[src/verilog/alarm_flags_pkg.sv]
// Constants, register map and types for the alarm and supply-fail flag block.
// Assumes a 250 MHz core clock and a 32-bit APB register bus.
package alarm_flags_pkg;

    // Clock and timing
    localparam int unsigned CLK_MHZ = 250;
    localparam int unsigned ADDR_HOLD_NS = 50;
    localparam int unsigned HOLD_CYCLES = (ADDR_HOLD_NS * CLK_MHZ + 999) / 1000;
    localparam int unsigned WARN_NS = 10000;
    localparam int unsigned WARN_CYCLES = (WARN_NS * CLK_MHZ + 999) / 1000;
    localparam int unsigned SYNC_STAGES = 2;

    localparam int unsigned HOLD_W = 5;
    localparam int unsigned WARN_W = 12;
    localparam int unsigned ADDR_W = 12;
    localparam int unsigned DATA_W = 32;

    localparam logic [HOLD_W-1:0] HOLD_LAST = HOLD_W'(HOLD_CYCLES - 1);
    localparam logic [WARN_W-1:0] WARN_LAST = WARN_W'(WARN_CYCLES - 1);
    localparam logic [1:0] SYNC_LAST = 2'(SYNC_STAGES);

    // Register indices; byte address is four times the index
    localparam logic [3:0] IDX_ALM_SEC = 4'h1;
    localparam logic [3:0] IDX_ALM_MIN = 4'h3;
    localparam logic [3:0] IDX_ALM_HOUR = 4'h5;
    localparam logic [3:0] IDX_ALM_DATE = 4'h7;
    localparam logic [3:0] IDX_IRQ_EN = 4'hC;
    localparam logic [3:0] IDX_FLAGS = 4'hD;
    localparam logic [3:0] IDX_STATUS = 4'hE;

    // Alarm byte mask field
    localparam int unsigned MASK_HI_BIT = 7;
    localparam int unsigned MASK_LO_BIT = 6;
    localparam logic [7:0] ALARM_RESET = 8'h00;

    // Enable register fields
    localparam int unsigned EN_ALARM_BIT = 0;
    localparam int unsigned EN_SUPPLY_BIT = 1;
    localparam logic [1:0] EN_RESET = 2'h0;

    // Flags register fields
    localparam int unsigned FLAG_ALARM_BIT = 0;
    localparam int unsigned FLAG_SUPPLY_BIT = 1;
    localparam int unsigned FLAG_BATT_BIT = 2;

    // Status register fields
    localparam int unsigned ST_SUPPLY_LOW_BIT = 0;
    localparam int unsigned ST_WARN_BIT = 1;
    localparam int unsigned ST_RESET_BIT = 2;

    typedef enum logic [1:0] {
        supply_normal,
        supply_warn,
        supply_reset
    } supply_state_t;

    function automatic logic [ADDR_W-1:0] byte_addr(input logic [3:0] idx);
        byte_addr = {{(ADDR_W-6){1'b0}}, idx, 2'b00};
    endfunction : byte_addr

    function automatic logic byte_masked(input logic [7:0] b);
        byte_masked = b[MASK_HI_BIT] & b[MASK_LO_BIT];
    endfunction : byte_masked

endpackage : alarm_flags_pkg

[src/verilog/alarm_compare.sv]
// Masked compare of the four alarm bytes against the running clock bytes.
// Assumes clock bytes come from same-clock counter logic, BCD coded.
`timescale 1ns/1ps
`default_nettype none
module alarm_compare
    import alarm_flags_pkg::*;
(
    input wire logic [7:0] alm_sec,
    input wire logic [7:0] alm_min,
    input wire logic [7:0] alm_hour,
    input wire logic [7:0] alm_date,
    input wire logic [7:0] now_sec,
    input wire logic [7:0] now_min,
    input wire logic [7:0] now_hour,
    input wire logic [7:0] now_date,
    output logic match
);
    logic sec_ok;
    logic min_ok;
    logic hour_ok;
    logic date_ok;

    // Full byte compared; BCD never uses both top bits, so no clash
    assign sec_ok = byte_masked(alm_sec) | (alm_sec == now_sec); // [RULE_10]
    assign min_ok = byte_masked(alm_min) | (alm_min == now_min); // [RULE_10]
    assign hour_ok = byte_masked(alm_hour) | (alm_hour == now_hour); // [RULE_10]
    assign date_ok = byte_masked(alm_date) | (alm_date == now_date); // [RULE_10]

    // All masked: every update; none masked: date-level match
    assign match = sec_ok & min_ok & hour_ok & date_ok; // [RULE_01]

endmodule : alarm_compare
`default_nettype wire

[src/verilog/alarm_mask_powerfail_flags.sv]
// Alarm masking, supply-fail flag and warning, battery check, APB registers.
// Assumes clock bytes and update strobe from same-clock logic; supply_low
// and battery_low arrive from analog comparators outside this clock domain.
//
// How it works
// [RULE_01] All four bytes masked: alarm fires on every update, each second.
// [RULE_02] Only seconds unmasked: alarm fires when seconds match, once a minute.
// [RULE_03] Seconds and minutes unmasked: alarm fires hourly on both matching.
// [RULE_04] Only date masked: alarm fires daily on hours, minutes, seconds.
// [RULE_05] Nothing masked: alarm fires when date and time all match.
// [RULE_06] Supply dropping to the threshold sets the supply-fail flag.
// [RULE_07] Supply-fail flag with its enable set pulls the interrupt low.
// [RULE_08] Interrupt comes a warning interval before processor reset and deselect.
// [RULE_09] Power-up battery check clears battery-ok flag when battery is low.
// [RULE_10] Both top bits of an alarm byte set exclude that byte.
// [RULE_11] Each update compares bytes; full match sets alarm flag, may interrupt.
// [RULE_12] Flags read clears flags, releases interrupt; address held 50 ns first.
// [RULE_13] Software uses only the five listed mask patterns.
// [RULE_14] Supply-fail flag stays set until the flags register is read.
`timescale 1ns/1ps
`default_nettype none
module alarm_mask_powerfail_flags
    import alarm_flags_pkg::*;
(
    input wire logic clk,
    input wire logic rst_b,
    input wire logic clk_en,
    input wire logic [ADDR_W-1:0] paddr,
    input wire logic psel,
    input wire logic penable,
    input wire logic pwrite,
    input wire logic [DATA_W-1:0] pwdata,
    input wire logic [3:0] pstrb,
    output logic [DATA_W-1:0] prdata,
    output logic pready,
    output logic pslverr,
    input wire logic [7:0] now_sec,
    input wire logic [7:0] now_min,
    input wire logic [7:0] now_hour,
    input wire logic [7:0] now_date,
    input wire logic update_tick,
    input wire logic supply_low,
    input wire logic battery_low,
    output logic irq_out,
    output logic irq_oe_b,
    output logic cpu_reset_b,
    output logic mem_deselect
);
    logic [7:0] alm_sec_q;
    logic [7:0] alm_min_q;
    logic [7:0] alm_hour_q;
    logic [7:0] alm_date_q;
    logic [1:0] irq_en_q;
    logic alarm_flag_q;
    logic supply_fail_flag_q;
    logic battery_ok_flag_q;
    logic alarm_match;

    logic supply_meta_q;
    logic supply_low_q;
    logic battery_meta_q;
    logic battery_low_q;
    logic [1:0] batt_wait_q;
    logic batt_checked_q;

    supply_state_t supply_state_q;
    supply_state_t supply_state_d;
    logic [WARN_W-1:0] warn_cnt_q;
    logic supply_low_prev_q;
    logic supply_fall;

    logic [HOLD_W-1:0] hold_cnt_q;
    logic [ADDR_W-1:0] hold_addr_q;
    logic ack_q;
    logic err_q;
    logic [DATA_W-1:0] rdata_q;
    logic access;
    logic done;
    logic sel_flags;
    logic addr_ok;
    logic ready_now;
    logic [DATA_W-1:0] rd_mux;
    logic flags_read;
    logic irq_active;

    alarm_compare u_compare (
        .alm_sec(alm_sec_q),
        .alm_min(alm_min_q),
        .alm_hour(alm_hour_q),
        .alm_date(alm_date_q),
        .now_sec(now_sec),
        .now_min(now_min),
        .now_hour(now_hour),
        .now_date(now_date),
        .match(alarm_match)
    );

    // Pin synchronisers; first stage feeds only the second
    always_ff @(posedge clk) begin
        if (!rst_b) begin
            supply_meta_q <= 1'b0;
            supply_low_q <= 1'b0;
            battery_meta_q <= 1'b0;
            battery_low_q <= 1'b0;
        end else if (clk_en) begin
            supply_meta_q <= supply_low;
            supply_low_q <= supply_meta_q;
            battery_meta_q <= battery_low;
            battery_low_q <= battery_meta_q;
        end
    end

    // APB decode
    assign access = psel & penable;
    assign done = access & ack_q;
    assign sel_flags = (paddr == byte_addr(IDX_FLAGS));

    always_comb begin
        addr_ok = 1'b1;
        rd_mux = '0;
        unique case (paddr)
            byte_addr(IDX_ALM_SEC): rd_mux[7:0] = alm_sec_q;
            byte_addr(IDX_ALM_MIN): rd_mux[7:0] = alm_min_q;
            byte_addr(IDX_ALM_HOUR): rd_mux[7:0] = alm_hour_q;
            byte_addr(IDX_ALM_DATE): rd_mux[7:0] = alm_date_q;
            byte_addr(IDX_IRQ_EN): rd_mux[1:0] = irq_en_q;
            byte_addr(IDX_FLAGS): begin
                rd_mux[FLAG_ALARM_BIT] = alarm_flag_q;
                rd_mux[FLAG_SUPPLY_BIT] = supply_fail_flag_q;
                rd_mux[FLAG_BATT_BIT] = battery_ok_flag_q;
            end
            byte_addr(IDX_STATUS): begin
                rd_mux[ST_SUPPLY_LOW_BIT] = supply_low_q;
                rd_mux[ST_WARN_BIT] = (supply_state_q == supply_warn);
                rd_mux[ST_RESET_BIT] = (supply_state_q == supply_reset);
            end
            default: addr_ok = 1'b0;
        endcase
    end

    // Flags read waits until the address has stood long enough
    assign ready_now = !(sel_flags && !pwrite) || (hold_cnt_q >= HOLD_LAST); // [RULE_12]

    // Address hold counter, restarts whenever the address moves
    always_ff @(posedge clk) begin
        if (!rst_b) begin
            hold_cnt_q <= '0;
            hold_addr_q <= '0;
        end else if (clk_en) begin
            hold_addr_q <= paddr;
            if (!psel || done || (paddr != hold_addr_q)) begin
                hold_cnt_q <= '0;
            end else if (hold_cnt_q != HOLD_LAST) begin
                hold_cnt_q <= hold_cnt_q + 1'b1; // [RULE_12]
            end
        end
    end

    // Answer registered: one wait state, more for a flags read
    always_ff @(posedge clk) begin
        if (!rst_b) begin
            ack_q <= 1'b0;
            err_q <= 1'b0;
            rdata_q <= '0;
        end else if (clk_en) begin
            if (done) begin
                ack_q <= 1'b0;
                err_q <= 1'b0;
            end else if (access && ready_now) begin
                ack_q <= 1'b1;
                err_q <= !addr_ok;
                rdata_q <= pwrite ? '0 : rd_mux;
            end
        end
    end

    assign pready = ack_q & access;
    assign pslverr = err_q & access;
    assign prdata = rdata_q;

    // Software-written alarm and enable registers
    always_ff @(posedge clk) begin
        if (!rst_b) begin
            alm_sec_q <= ALARM_RESET;
            alm_min_q <= ALARM_RESET;
            alm_hour_q <= ALARM_RESET;
            alm_date_q <= ALARM_RESET;
            irq_en_q <= EN_RESET;
        end else if (clk_en && done && pwrite && pstrb[0]) begin
            unique case (paddr)
                byte_addr(IDX_ALM_SEC): alm_sec_q <= pwdata[7:0];
                byte_addr(IDX_ALM_MIN): alm_min_q <= pwdata[7:0];
                byte_addr(IDX_ALM_HOUR): alm_hour_q <= pwdata[7:0];
                byte_addr(IDX_ALM_DATE): alm_date_q <= pwdata[7:0];
                byte_addr(IDX_IRQ_EN): irq_en_q <= pwdata[1:0];
                default: ;
            endcase
        end
    end

    assign flags_read = done && !pwrite && sel_flags; // [RULE_12]

    // Alarm flag; a new match beats the clearing read
    always_ff @(posedge clk) begin
        if (!rst_b) begin
            alarm_flag_q <= 1'b0;
        end else if (clk_en) begin
            if (update_tick && alarm_match) begin
                alarm_flag_q <= 1'b1; // [RULE_11] [RULE_02] [RULE_03] [RULE_04] [RULE_05]
            end else if (flags_read) begin
                alarm_flag_q <= 1'b0; // [RULE_12]
            end
        end
    end

    assign supply_fall = supply_low_q & !supply_low_prev_q;

    // Supply-fail flag is sticky; recovery alone never clears it
    always_ff @(posedge clk) begin
        if (!rst_b) begin
            supply_fail_flag_q <= 1'b0;
            supply_low_prev_q <= 1'b0;
        end else if (clk_en) begin
            supply_low_prev_q <= supply_low_q;
            if (supply_fall) begin
                supply_fail_flag_q <= 1'b1; // [RULE_06]
            end else if (flags_read) begin
                supply_fail_flag_q <= 1'b0; // [RULE_14] [RULE_12]
            end
        end
    end

    // Battery sampled once, after the synchroniser has filled
    always_ff @(posedge clk) begin
        if (!rst_b) begin
            batt_wait_q <= '0;
            batt_checked_q <= 1'b0;
            battery_ok_flag_q <= 1'b0;
        end else if (clk_en && !batt_checked_q) begin
            if (batt_wait_q == SYNC_LAST) begin
                batt_checked_q <= 1'b1;
                battery_ok_flag_q <= !battery_low_q; // [RULE_09]
            end else begin
                batt_wait_q <= batt_wait_q + 1'b1;
            end
        end
    end

    // Warning interval, then processor reset and deselect
    always_comb begin
        supply_state_d = supply_state_q;
        unique case (supply_state_q)
            supply_normal: begin
                if (supply_low_q) begin
                    supply_state_d = supply_warn;
                end
            end
            supply_warn: begin
                if (!supply_low_q) begin
                    supply_state_d = supply_normal;
                end else if (warn_cnt_q == WARN_LAST) begin
                    supply_state_d = supply_reset; // [RULE_08]
                end
            end
            supply_reset: begin
                if (!supply_low_q) begin
                    supply_state_d = supply_normal;
                end
            end
            default: supply_state_d = supply_normal;
        endcase
    end

    always_ff @(posedge clk) begin
        if (!rst_b) begin
            supply_state_q <= supply_normal;
            warn_cnt_q <= '0;
        end else if (clk_en) begin
            supply_state_q <= supply_state_d;
            if (supply_state_q == supply_warn) begin
                warn_cnt_q <= warn_cnt_q + 1'b1; // [RULE_08]
            end else begin
                warn_cnt_q <= '0;
            end
        end
    end

    assign cpu_reset_b = (supply_state_q != supply_reset); // [RULE_08]
    assign mem_deselect = (supply_state_q == supply_reset); // [RULE_08]

    // Open-drain interrupt: pulled low only, released after flags read
    assign irq_active = (alarm_flag_q & irq_en_q[EN_ALARM_BIT]) // [RULE_11]
        | (supply_fail_flag_q & irq_en_q[EN_SUPPLY_BIT]); // [RULE_07]
    assign irq_out = 1'b0;
    assign irq_oe_b = !irq_active; // [RULE_07]

endmodule : alarm_mask_powerfail_flags
`default_nettype wire

[config.mk]
export PLATFORM = sky130hd
export DESIGN_NAME = alarm_mask_powerfail_flags
export DESIGN_NICKNAME = d
export VERILOG_FILES = /design/src/verilog/alarm_flags_pkg.sv /design/src/verilog/alarm_compare.sv /design/src/verilog/alarm_mask_powerfail_flags.sv
export SDC_FILE = /design/constraint.sdc
export NUM_CORES = 1
export LEC_CHECK = 0
export BUFFER_PORTS_ARGS = -buffer_cell sky130_fd_sc_hd__buf_2
export CAP_MARGIN = 20
export CORE_UTILIZATION = 50
export CTS_BUF_LIST = sky130_fd_sc_hd__clkbuf_8 sky130_fd_sc_hd__clkbuf_16
export DETAILED_ROUTE_END_ITERATION = 6
export HOLD_SLACK_MARGIN = 0.02
export PLACE_DENSITY = 0.77
export SLEW_MARGIN = 20
export SYNTH_ARGS = -nofsm -noshare
export SYNTH_HDL_FRONTEND = slang
export SYNTH_SLANG_ARGS = --single-unit
[constraint.sdc]
create_clock -name clk -period 3.55 [get_ports clk]
set_input_delay 0.5325 -clock clk [delete_from_list [all_inputs] [get_ports clk]]
set_output_delay 0.5325 -clock clk [all_outputs]
set_load 0.005 [all_outputs]
==> summary.txt, run 1 <==
STA
  • Fin crit period: 2.387 ns
  • Final worst slack: 1.163 ns
  • Worst clock skew: 0.01030 ns
  • Worst slew pin tran: 0.7989 ns
  • Final Hold Fails: 0
  • Maximum achievable frequency: 419.0 MHz
  • # setup viols final: 0
  • Setup_tns: 0 ns
  • Slew Viols, Final: 0
  • Max-slew headroom: 46.34%
  • RSZ-0062 raised after global routing: no
  • Final critical-path share of the clock period: 67.23%

Layout
  • P&R area growth vs syn: 11.43%
  • Layout fillers: 781
  • Util after Layout: 58.46%
  • Post-layout net count: 661
  • N_diodes: 0
  • Final instance area: 5197 um2
  • Layout cells sized above 1: 17.45%

Synth
  • Netlist cell types: 53
  • Post-synthesis simple-gate area fraction: 22.61%
  • Synth Area in Compound Gates: 8.262%
  • Async SR Flop Fraction: 0%
  • Post-synth top flop: dfxtp_1
  • Mean Syn Cell Area: 9.292 um2
  • Post-synthesis sequential area ratio: 36.91%
  • Synthesized instance count: 502
  • Mux cell area share after synthesis: 13.68%
  • Synth Cell Area: 4664 um2
  • Yosys Warn Count: 0
  • Post-Synth XOR/XNOR Area: 10.52%
  • Main combinational cell family by area after synthesis: simple AND/OR/NAND/NOR gates
  • Adder-Cell Fraction of Synth Area: 1.073%
  • Post-synth EDFFs: 0
  • Register bit count reported by yosys: 86

Clock network
  • Total CTS buffers: 9
  • Hold_buf cts: 0
  • CTS Root Cell: clkbuf_8
  • Max Root-Sink Buffers: 2
  • H-tree Lvls: 3
  • Clk_lat worst skew: 0.36 ns
  • Clk sink count: 86
  • CTS clk-pin slew, worst paths: 0.08 ns
  • Post-cts sizing count: 0
  • CTS tree: yes
  • Post-CTS setup repair buffer count: 0

Worst setup path
  • Crit path kind: in2reg
  • CP required: 3.80 ns
  • Crit. End Element: register
  • Startpoint Class: primary input
  • Max FO, Critical Path: 8
  • Crit path DAT: 2.63 ns

Drt
  • DR pass1 iterations: 5
  • Routed vias: 3,810
  • Number of routed nets with antenna violations: 0
  • Vias per cell: 5.595
  • WL/cell: 15.92 um
  • Initial DRC Count: 290
  • Residual DRC: 0
  • Final WL: 10,840 um

Hold path
  • Worst hold path type: in2reg

Status
  • Result of the run: completed

Global route
  • Total global-route track usage: 23.21%
  • Total grt overflow: 0
  • Vias in the first global route: 3,737
  • Initial antenna violation count: 0
  • Largest net degree at the start of global routing: 43
  • First-pass GRT wire length: 17,830 um

Pwr
  • Pwr Total: 1.901 mW
  • Peak supply drop: 0.2540 mV
  • Power density cells: 365.7 nW/um2
  • LEAKAGE: 2.219 nW

Floorplan
  • CORE AREA: 8891 um2
  • # rows: 34
  • Full die area: 9719 um2
  • Initial Util: 52.46%
  • # IOs: 127
  • Die Height: 98.59 um
  • Die W: 98.59 um

Place
  • DP Area: 4996 um2
  • Buffers on Ports: 74
  • DP HPWL: 8091 um
  • Dpl ws: 0.8950 ns
  • GP Congestion: 0.9596

Run
  • Maxcap violations: 0
[where the power goes]
part	switching, mW	total [mW]	leakage (nW)	internal, mW
clock network	0.339	0.696	0.108	0.358
registers	0.0136	0.998	0.697	0.984
logic	0.116	0.207	1.41	0.0906
total	0.468	1.90	2.22	1.43
[area by class of cell]
| class | instances | area [um2] | share of cell area (%) |
|---|---|---|---|
| clock buffer | 11 | 151.4 | 2.913 |
| clock inverter | 5 | 50.05 | 0.9629 |
| inverter | 11 | 41.29 | 0.7944 |
| multi-input combinational | 384 | 2713 | 52.19 |
| sequential | 86 | 1722 | 33.12 |
| tap | 108 | 135.1 | 2.600 |
| timing repair buffer | 76 | 385.4 | 7.415 |
[cell families (layout without fill, tap and decap cells)]
group,after synthesis,in the layout
muxes,62,62
buffers and inverters,56,103
other,1,25
xor gates and xnor gates,56,56
and+or+nand+nor,183,183
AOI/OAI and AO/OA,54,54
DFF,86,86
adders and majority gates,4,4
[critical path, cell delays in order]
cell,delay (ns)
buf_2,0.13
nor4_4,0.41
nand4_1,0.41
or4_1,0.80
mux2i_1,0.28
nor2b_1,0.07
[stage by stage]
| step | std cells | hold slack, ns |
|---|---|---|
| floorplan | 526 | 0.4493 |
| detailed placement | 665 | 0.4458 |
| CTS | 681 | 0.4246 |
| global route | 681 | 0.4532 |
| finish | 681 | 0.4308 |
| global placement | 665 | 0.4474 |
[path summary, 6_finish.rpt]
path / startpoint / to / slack (ns) / cells past startpoint
worst min register to register: prdata[7] / prdata[7] / 0.47 / 1
worst min-delay path: battery_low / battery_meta_q / 0.43 / 3
worst max register to register: ack_q / alm_min_q[0] / 1.55 / 4
worst max-delay path: paddr[10] / alm_date_q[1] / 1.16 / 6
[cells in the final DEF, fill, tap and decap left out, types with 3 or more instances in the layout]
master / netlist / final
a211oi_1: 3 / 3
a21boi_0: 4 / 4
a21oi_1: 8 / 8
a221oi_1: 3 / 3
a22oi_1: 7 / 7
and3_1: 3 / 3
buf_2: 4 / 74
clkbuf_8: 0 / 11
conb_1: 1 / 25
dfxtp_1: 86 / 86
ha_1: 4 / 4
inv_1: 11 / 13
mux2_2: 4 / 4
mux2i_1: 57 / 57
nand2_1: 27 / 27
nand2b_1: 4 / 4
nand3_1: 7 / 7
nand4_1: 16 / 16
nor2_1: 27 / 27
nor2b_1: 57 / 57
nor3_1: 11 / 11
nor4_1: 9 / 9
o21ai_0: 9 / 9
o22ai_1: 3 / 3
o2bb2ai_1: 5 / 5
or4_1: 6 / 6
xnor2_1: 25 / 25
xor2_1: 31 / 31
[Yosys cell counts (all sizes together) (2+ instances only)]
master / number / area share (%)
nor2b: 57 / 7.6
o211a: 2 / 0.43
nor3: 12 / 1.4
dfxtp: 86 / 37
a222oi: 2 / 0.43
ha: 4 / 1.1
mux2i: 57 / 12
nor2: 27 / 2.2
nor3b: 2 / 0.32
o2111ai: 2 / 0.38
nand2b: 4 / 0.54
nand3: 7 / 0.75
xnor2: 25 / 4.7
buf: 32 / 4.9
a21boi: 4 / 0.64
inv: 11 / 0.89
nand4: 16 / 2.1
o22ai: 3 / 0.40
nand2: 27 / 2.2
o21ai: 9 / 0.97
nor4: 11 / 2.1
o2bb2ai: 5 / 0.94
a22oi: 7 / 1.1
a21oi: 8 / 0.86
mux2: 4 / 0.97
and3: 3 / 0.40
a221oi: 3 / 0.56
clkbuf: 13 / 1.0
or3: 2 / 0.27
a211oi: 3 / 0.48
xor2: 31 / 5.8
or4: 6 / 0.97
nand4b: 2 / 0.38
[sequential cells by signal, summed over array words and instances (netlist names), 2 cells and up]
register        count
batt_wait_q         2
warn_cnt_q         12
alm_min_q           8
irq_en_q            2
hold_cnt_q          5
alm_date_q          8
alm_hour_q          8
alm_sec_q           8
supply_state_q      2
hold_addr_q        12
prdata              8
[layer usage]
metal,share of wire (%),GRT usage [%],up-vias
met2,47,39.38,156
met4,2.6,9.185,0
met1,44,28.88,1786
met3,6.2,4.823,24
li1,-,-,1844
met5,0,0,-
No activity file was read; power rests on OpenSTA's default activity.
==> inputs of run 2 (changes only) <==
clock period = 2.5 ns   (was 3.55 ns; I/O delays follow)
==> summary.txt, run 2 (synthesis gave the netlist of run 1 again) <==
Status
  • Result of the run: completed

Global route
  • Largest net degree at the start of global routing: 41 (-4.7%)
  • Total global-route track usage: 22.81% (-0.40 points)
  • Vias in the first global route: 3,695 (-1.1%)
  • First-pass GRT wire length: 17,590 um (-1.4%)
  • Total grt overflow: 0 (unchanged)
  • Initial antenna violation count: 0 (unchanged)

Layout
  • Largest regs: hold_addr_q: 12 flops, warn_cnt_q: 12 flops
  • Most common cell after layout, fill and taps aside: dfxtp_1
  • N_diodes: 0 (unchanged)
  • Layout cells sized above 1: 18.90% (+1.4 points)
  • P&R area growth vs syn: 14.16%
  • Util after Layout: 59.89% (+1.4 points)
  • Most frequent cells in the layout: 86 x dfxtp_1, 74 x buf_2, 57 x nor2b_1, 57 x mux2i_1, 31 x xor2_1
  • Post-layout net count: 670 (+1.4%)

Clock network
  • CTS Root Cell: clkbuf_8
  • Hold_buf cts: 0 (unchanged)
  • Post-CTS setup repair buffer count: 0 (unchanged)
  • H-tree Lvls: 3 (unchanged)
  • CTS clk-pin slew, worst paths: 0.08 ns (about the same)
  • Post-cts sizing count: 0 (unchanged)
  • Max Root-Sink Buffers: 2 (unchanged)
  • Clk sink count: 86 (unchanged)
  • CTS tree: yes
  • Clk_lat worst skew: 0.35 ns (about the same)
  • Total CTS buffers: 9 (unchanged)

Worst setup path
  • CP top delay family: simple AND/OR/NAND/NOR gates
  • Crit path largest cell delay: 0.82 ns (+0.02 ns)
  • Crit path DAT: 2.23 ns (-0.40 ns)
  • CP required: 2.74 ns (-1.06 ns)
  • Max FO, Critical Path: 8 (unchanged)
  • Crit path kind: reg2reg
  • Slowest cell on crit path: or4_1
  • Startpoint Class: register
  • CP Buf/Inv Count: 0 (-1)
  • Crit. End Element: register
  • CP Cell Sequence: nand4_1 -> or4_1 -> mux2i_1 -> nor2b_1

STA
  • Slew Viols, Final: 0 (unchanged)
  • Fin crit period: 1.985 ns
  • Max-slew headroom: 62.75% (+16 points)
  • Final Hold Fails: 0 (unchanged)
  • Setup_tns: 0 ns (unchanged)
  • Worst clock skew: 0.008482 ns (-0.001816 ns)
  • Worst slew pin tran: 0.5587 ns (-0.2401 ns)
  • # setup viols final: 0 (unchanged)
  • Final critical-path share of the clock period: 79.38%
  • WHS: 0.2892 ns (-0.1416 ns)
  • Maximum achievable frequency: 503.9 MHz
  • RSZ-0062 raised after global routing: no

Drt
  • WL/cell: 15.49 um (-2.7%)
  • Initial DRC Count: 172 (-41%)
  • DR pass1 iterations: 5 (unchanged)
  • Final WL: 10,690 um (-1.4%)
  • Routed vias: 3,829 (+0.50%)
  • Residual DRC: 0 (unchanged)
  • Vias per cell: 5.549 (-0.81%)
  • Number of routed nets with antenna violations: 0 (unchanged)

Floorplan
  • Full die area: 9719 um2 (unchanged)
  • # rows: 34 (unchanged)
  • Die Height: 98.59 um (unchanged)
  • Die W: 98.59 um (unchanged)
  • CORE AREA: 8891 um2 (unchanged)
  • Initial Util: 52.46% (unchanged)
  • # IOs: 127 (unchanged)

Run
  • Maxcap violations: 0 (unchanged)

Place
  • Buffers on Ports: 74 (unchanged)
  • DP HPWL: 8106 um (+0.19%)
  • GP Congestion: 0.9337 (-2.7%)

Pwr
  • Peak supply drop: 0.3376 mV (+33%)
  • Power density cells: 558.7 nW/um2 (+53%)
  • Pwr Total: 2.975 mW (+57%)
  • LEAKAGE: 2.289 nW (+3.2%)

Hold path
  • Worst hold path type: in2reg
run 2: cell types whose count changed in the layout (fill, tap and decap cells not counted), sizes merged:
cell / change
buf: +9
bufinv: +3
clkbuf: -2
clkinv: +1
clkinvlp: -1
inv: -1
run 2: through the flow:
stage,area [um2],worst slack (ns),instances
floorplan,4755,0.6565,526
global placement,5064,0.2682,674
detailed placement,5064,0.2265,674
CTS,5325,0.5511,690
global route,5325,0.4083,690
finish,5325,0.5154,690
run 2: worst paths after layout:
| kind | start | endpoint | slack [ns] | depth (start not counted) |
|---|---|---|---|---|
| worst min-delay path | supply_low | supply_meta_q | 0.29 | 3 |
| worst min register to register | prdata[7] | prdata[7] | 0.47 | 1 |
| worst max-delay path | ack_q | alm_sec_q[7] | 0.52 | 4 |
| worst max register to register | ack_q | alm_sec_q[7] | 0.52 | 4 |
run 2: area by class of cell:
cell class | instances | area [um2]
sequential | 86 | 1722
clock inverter | 7 | 137.6
fill | 768 | 3566
multi-input combinational | 384 | 2713
tap | 108 | 135.1
inverter | 11 | 41.29
timing repair buffer | 85 | 452.9
clock buffer | 9 | 123.9
run 2: power by group:
group          internal (mW)  switching (mW)
logic                  0.131           0.164
clock network          0.762           0.502
registers               1.40          0.0190
total                   2.29           0.685
run 2: worst register-to-register path: cells and delay by family, from the launching register on:
kind / cells / cell delay, ns
and+or+nand+nor: 3 / 1.16
DFF: 1 / 0.45
muxes: 1 / 0.27
run 2: layer usage:
layer  share of wire (%)  global-route usage [%]  up-vias
li1                    -                       -     1856
met1                  45                   30.06     1773
met2                  47                   38.08      176
met3                 5.7                   2.979       24
met4                 2.8                   8.955        0
met5                   0                       0        -
==> inputs of run 3 (changes only) <==
ABC_AREA = 1   (was not set)
CORE_UTILIZATION = 48   (was 50)
PLACE_DENSITY = 0.76   (was 0.77)
clock period = 1.82 ns   (was 2.5 ns; I/O delays follow)
==> summary.txt, run 3 <==
Synth
  • Post-synth EDFFs: 0 (unchanged)
  • Synth top cells by count: 215 x nand2_1, 126 x nor2_1, 92 x inv_1, 86 x dfxtp_1, 68 x o21ai_0
  • Synthesized instance count: 784 (+56%)
  • Post-synthesis sequential area ratio: 34.88% (-2.0 points)
  • Synth Cell Area: 4936 um2 (+5.8%)
  • Synth top area share: 34.88% (-2.0 points)
  • Register bit count reported by yosys: 86 (unchanged)
  • Top cells by area, synth: dfxtp_1 35%, nand2_1 16%, nor2_1 9.6%, inv_1 7.0%, o21ai_0 6.9%
  • Netlist cell types: 32 (-40%)
  • Count leader, synth: nand2_1
  • Async SR Flop Fraction: 0% (unchanged)
  • Post-synth top flop: dfxtp_1
  • Mean Syn Cell Area: 6.296 um2 (-32%)
  • Post-synth top area cell: dfxtp_1
  • Yosys Warn Count: 0 (unchanged)

Layout
  • Most frequent cells in the layout: 215 x nand2_1, 126 x nor2_1, 92 x inv_1
  • Non-Filler Instances: 1,019 (+48%)
  • Largest regs: hold_addr_q: 12 flops, warn_cnt_q: 12 flops
  • N_diodes: 0 (unchanged)
  • Layout cells sized above 1: 15.80% (-3.1 points)
  • Post-layout net count: 975 (+46%)
  • Most common cell after layout, fill and taps aside: nand2_1
  • P&R area growth vs syn: 15.61%

Clock network
  • Clk sink count: 86 (unchanged)
  • CTS Root Cell: clkbuf_8
  • CTS clk-pin slew, worst paths: 0.09 ns (about the same)
  • H-tree Lvls: 3 (unchanged)
  • Hold_buf cts: 0 (unchanged)
  • CTS tree: yes
  • Clk_lat worst skew: 0.35 ns (about the same)
  • Total CTS buffers: 9 (unchanged)
  • Max Root-Sink Buffers: 2 (unchanged)
  • Post-CTS setup repair buffer count: 0 (unchanged)
  • Post-cts sizing count: 0 (unchanged)

Drt
  • Initial DRC Count: 209 (+22%)
  • Routed vias: 4,840 (+26%)
  • WL/cell: 11.29 um (-27%)
  • Vias per cell: 4.750 (-14%)
  • Final WL: 11,510 um (+7.7%)
  • Number of routed nets with antenna violations: 0 (unchanged)
  • Residual DRC: 0 (unchanged)
  • DR pass1 iterations: 5 (unchanged)

STA
  • Maximum achievable frequency: 627.7 MHz (+25%)
  • Max-slew headroom: 60.62% (-2.1 points)
  • Setup_tns: 0 ns (unchanged)
  • # setup viols final: 0 (unchanged)
  • Slew Viols, Final: 0 (unchanged)
  • Fin crit period: 1.593 ns (-0.3915 ns)
  • Final critical-path share of the clock period: 87.53% (+8.1 points)
  • Worst clock skew: 0.007766 ns (-0.0007162 ns)
  • RSZ-0062 raised after global routing: no
  • Worst slew pin tran: 0.5885 ns (+0.02973 ns)
  • Final Hold Fails: 0 (unchanged)

Floorplan
  • # rows: 36 (+5.9%)
  • Initial Util: 50.04% (-2.4 points)
  • Die W: 103.4 um (+4.9%)
  • CORE AREA: 9864 um2 (+11%)
  • Die Height: 103.4 um (+4.9%)
  • # IOs: 127 (unchanged)
  • Full die area: 10,690 um2 (+10%)

Global route
  • Total grt overflow: 0 (unchanged)
  • Met1 usage: 28.22% (-1.8 points)
  • Total global-route track usage: 22.04% (-0.77 points)
  • GRT Max-Usage Layer: met2
  • Largest net degree at the start of global routing: 61 (+49%)
  • First-pass GRT wire length: 18,370 um (+4.5%)
  • Initial antenna violation count: 0 (unchanged)
  • GR Layer Usage met3: 3.696% (+0.72 points)
  • Met2 GRT Util: 38.51% (+0.43 points)
  • Vias in the first global route: 4,171 (+13%)

Pwr
  • Peak supply drop: 0.4461 mV (+32%)
  • Power density cells: 646.1 nW/um2 (+16%)
  • LEAKAGE: 2.656 nW (+16%)

Place
  • DP HPWL: 8789 um (+8.4%)
  • Buffers on Ports: 74 (unchanged)
  • Placed cells: 1,004 (+49%)
  • GP Congestion: 0.8758 (-6.2%)

Run
  • Maxcap violations: 0 (unchanged)

Worst setup path
  • Startpoint Class: register
  • Crit path DAT: 1.84 ns (-0.39 ns)
  • Crit. End Element: register
  • CP required: 2.06 ns (-0.68 ns)
  • Max FO, Critical Path: 3 (-5)
  • Crit path kind: reg2reg

Hold path
  • Worst hold path type: in2reg

Status
  • Result of the run: completed
==> run 3: cell types whose count changed after synthesis, moves of 30 or more <==
cell     previous run  this run
nor2b_1            57         0
mux2i_1            57         0
xor2_1             31         1
a21oi_1             8        49
nor2_1             27       126
inv_1              11        92
nand2_1            27       215
o21ai_0             9        68
==> run 3: where the power goes <==
| group | switching [mW] | leakage [nW] | internal [mW] |
|---|---|---|---|
| logic | 0.298 | 1.88 | 0.210 |
| clock network | 0.718 | 0.0739 | 0.495 |
| registers | 0.0328 | 0.699 | 1.93 |
==> run 3: critical path, stage by stage (launching register included) <==
cell and delay [ns]:
dfxtp_1 0.37, ha_1 0.20, nand2_1 0.10, nor3_1 0.27
nand2_1 0.13, nor2_1 0.14, nand2_1 0.08, o21ai_0 0.14
a21oi_1 0.05
==> run 3: cell type report <==
class	count	area [um2]
fillers	1000	4158
flip-flops and latches	86	1722
well taps	133	166.4
inverters	95	356.6
repair buffers	103	613.1
clock buffers	9	123.9
clock inverters	6	47.55
multi-input cells	587	2678
==> run 3: through the flow <==
stage	worst slack (ns)	cell area, um2	power [mW]	hold slack, ns	utilization [%]
floorplan	0.3910	5026	2.350	0.4079	-
global placement	0.08710	5535	2.508	0.4376	56.11
detailed placement	0.05896	5535	2.517	0.4432	56.11
CTS	0.2332	5707	3.722	0.1320	57.85
global route	0.02361	5707	3.862	0.1614	57.85
finish	0.2269	5707	3.687	0.1398	57.85
==> run 3: per-layer routing <==
metal  vias to the layer above  wire [um]
met1                      2097       5416
met4                         0        143
met2                       122       5373
met5                         -          0
li1                       2606          -
met3                        15        574
==> run 3: cells by family (layout without fill, tap and decap cells) <==
logic type | Yosys count | count (layout) | share of synthesized area (%)
AND/OR/NAND/NOR | 409 | 409 | 33.99
buffers and inverters | 135 | 213 | 12.70
flip-flops | 86 | 86 | 34.88
other | 1 | 25 | 0.07597
adder cells (fa/ha/maj) | 4 | 4 | 1.014
AO/OA/AOI/OAI | 125 | 125 | 13.08
XOR/XNOR | 24 | 24 | 4.259
==> run 3: worst paths after layout <==
check                     start        endpoint  slack [ns]  cells after the start
hold / removal      battery_low  battery_meta_q        0.14                      3
setup reg to reg  warn_cnt_q[0]   warn_cnt_q[8]        0.23                      8
setup / recovery  warn_cnt_q[0]   warn_cnt_q[8]        0.23                      8
hold reg to reg   battery_low_q   battery_low_q        0.45                      2
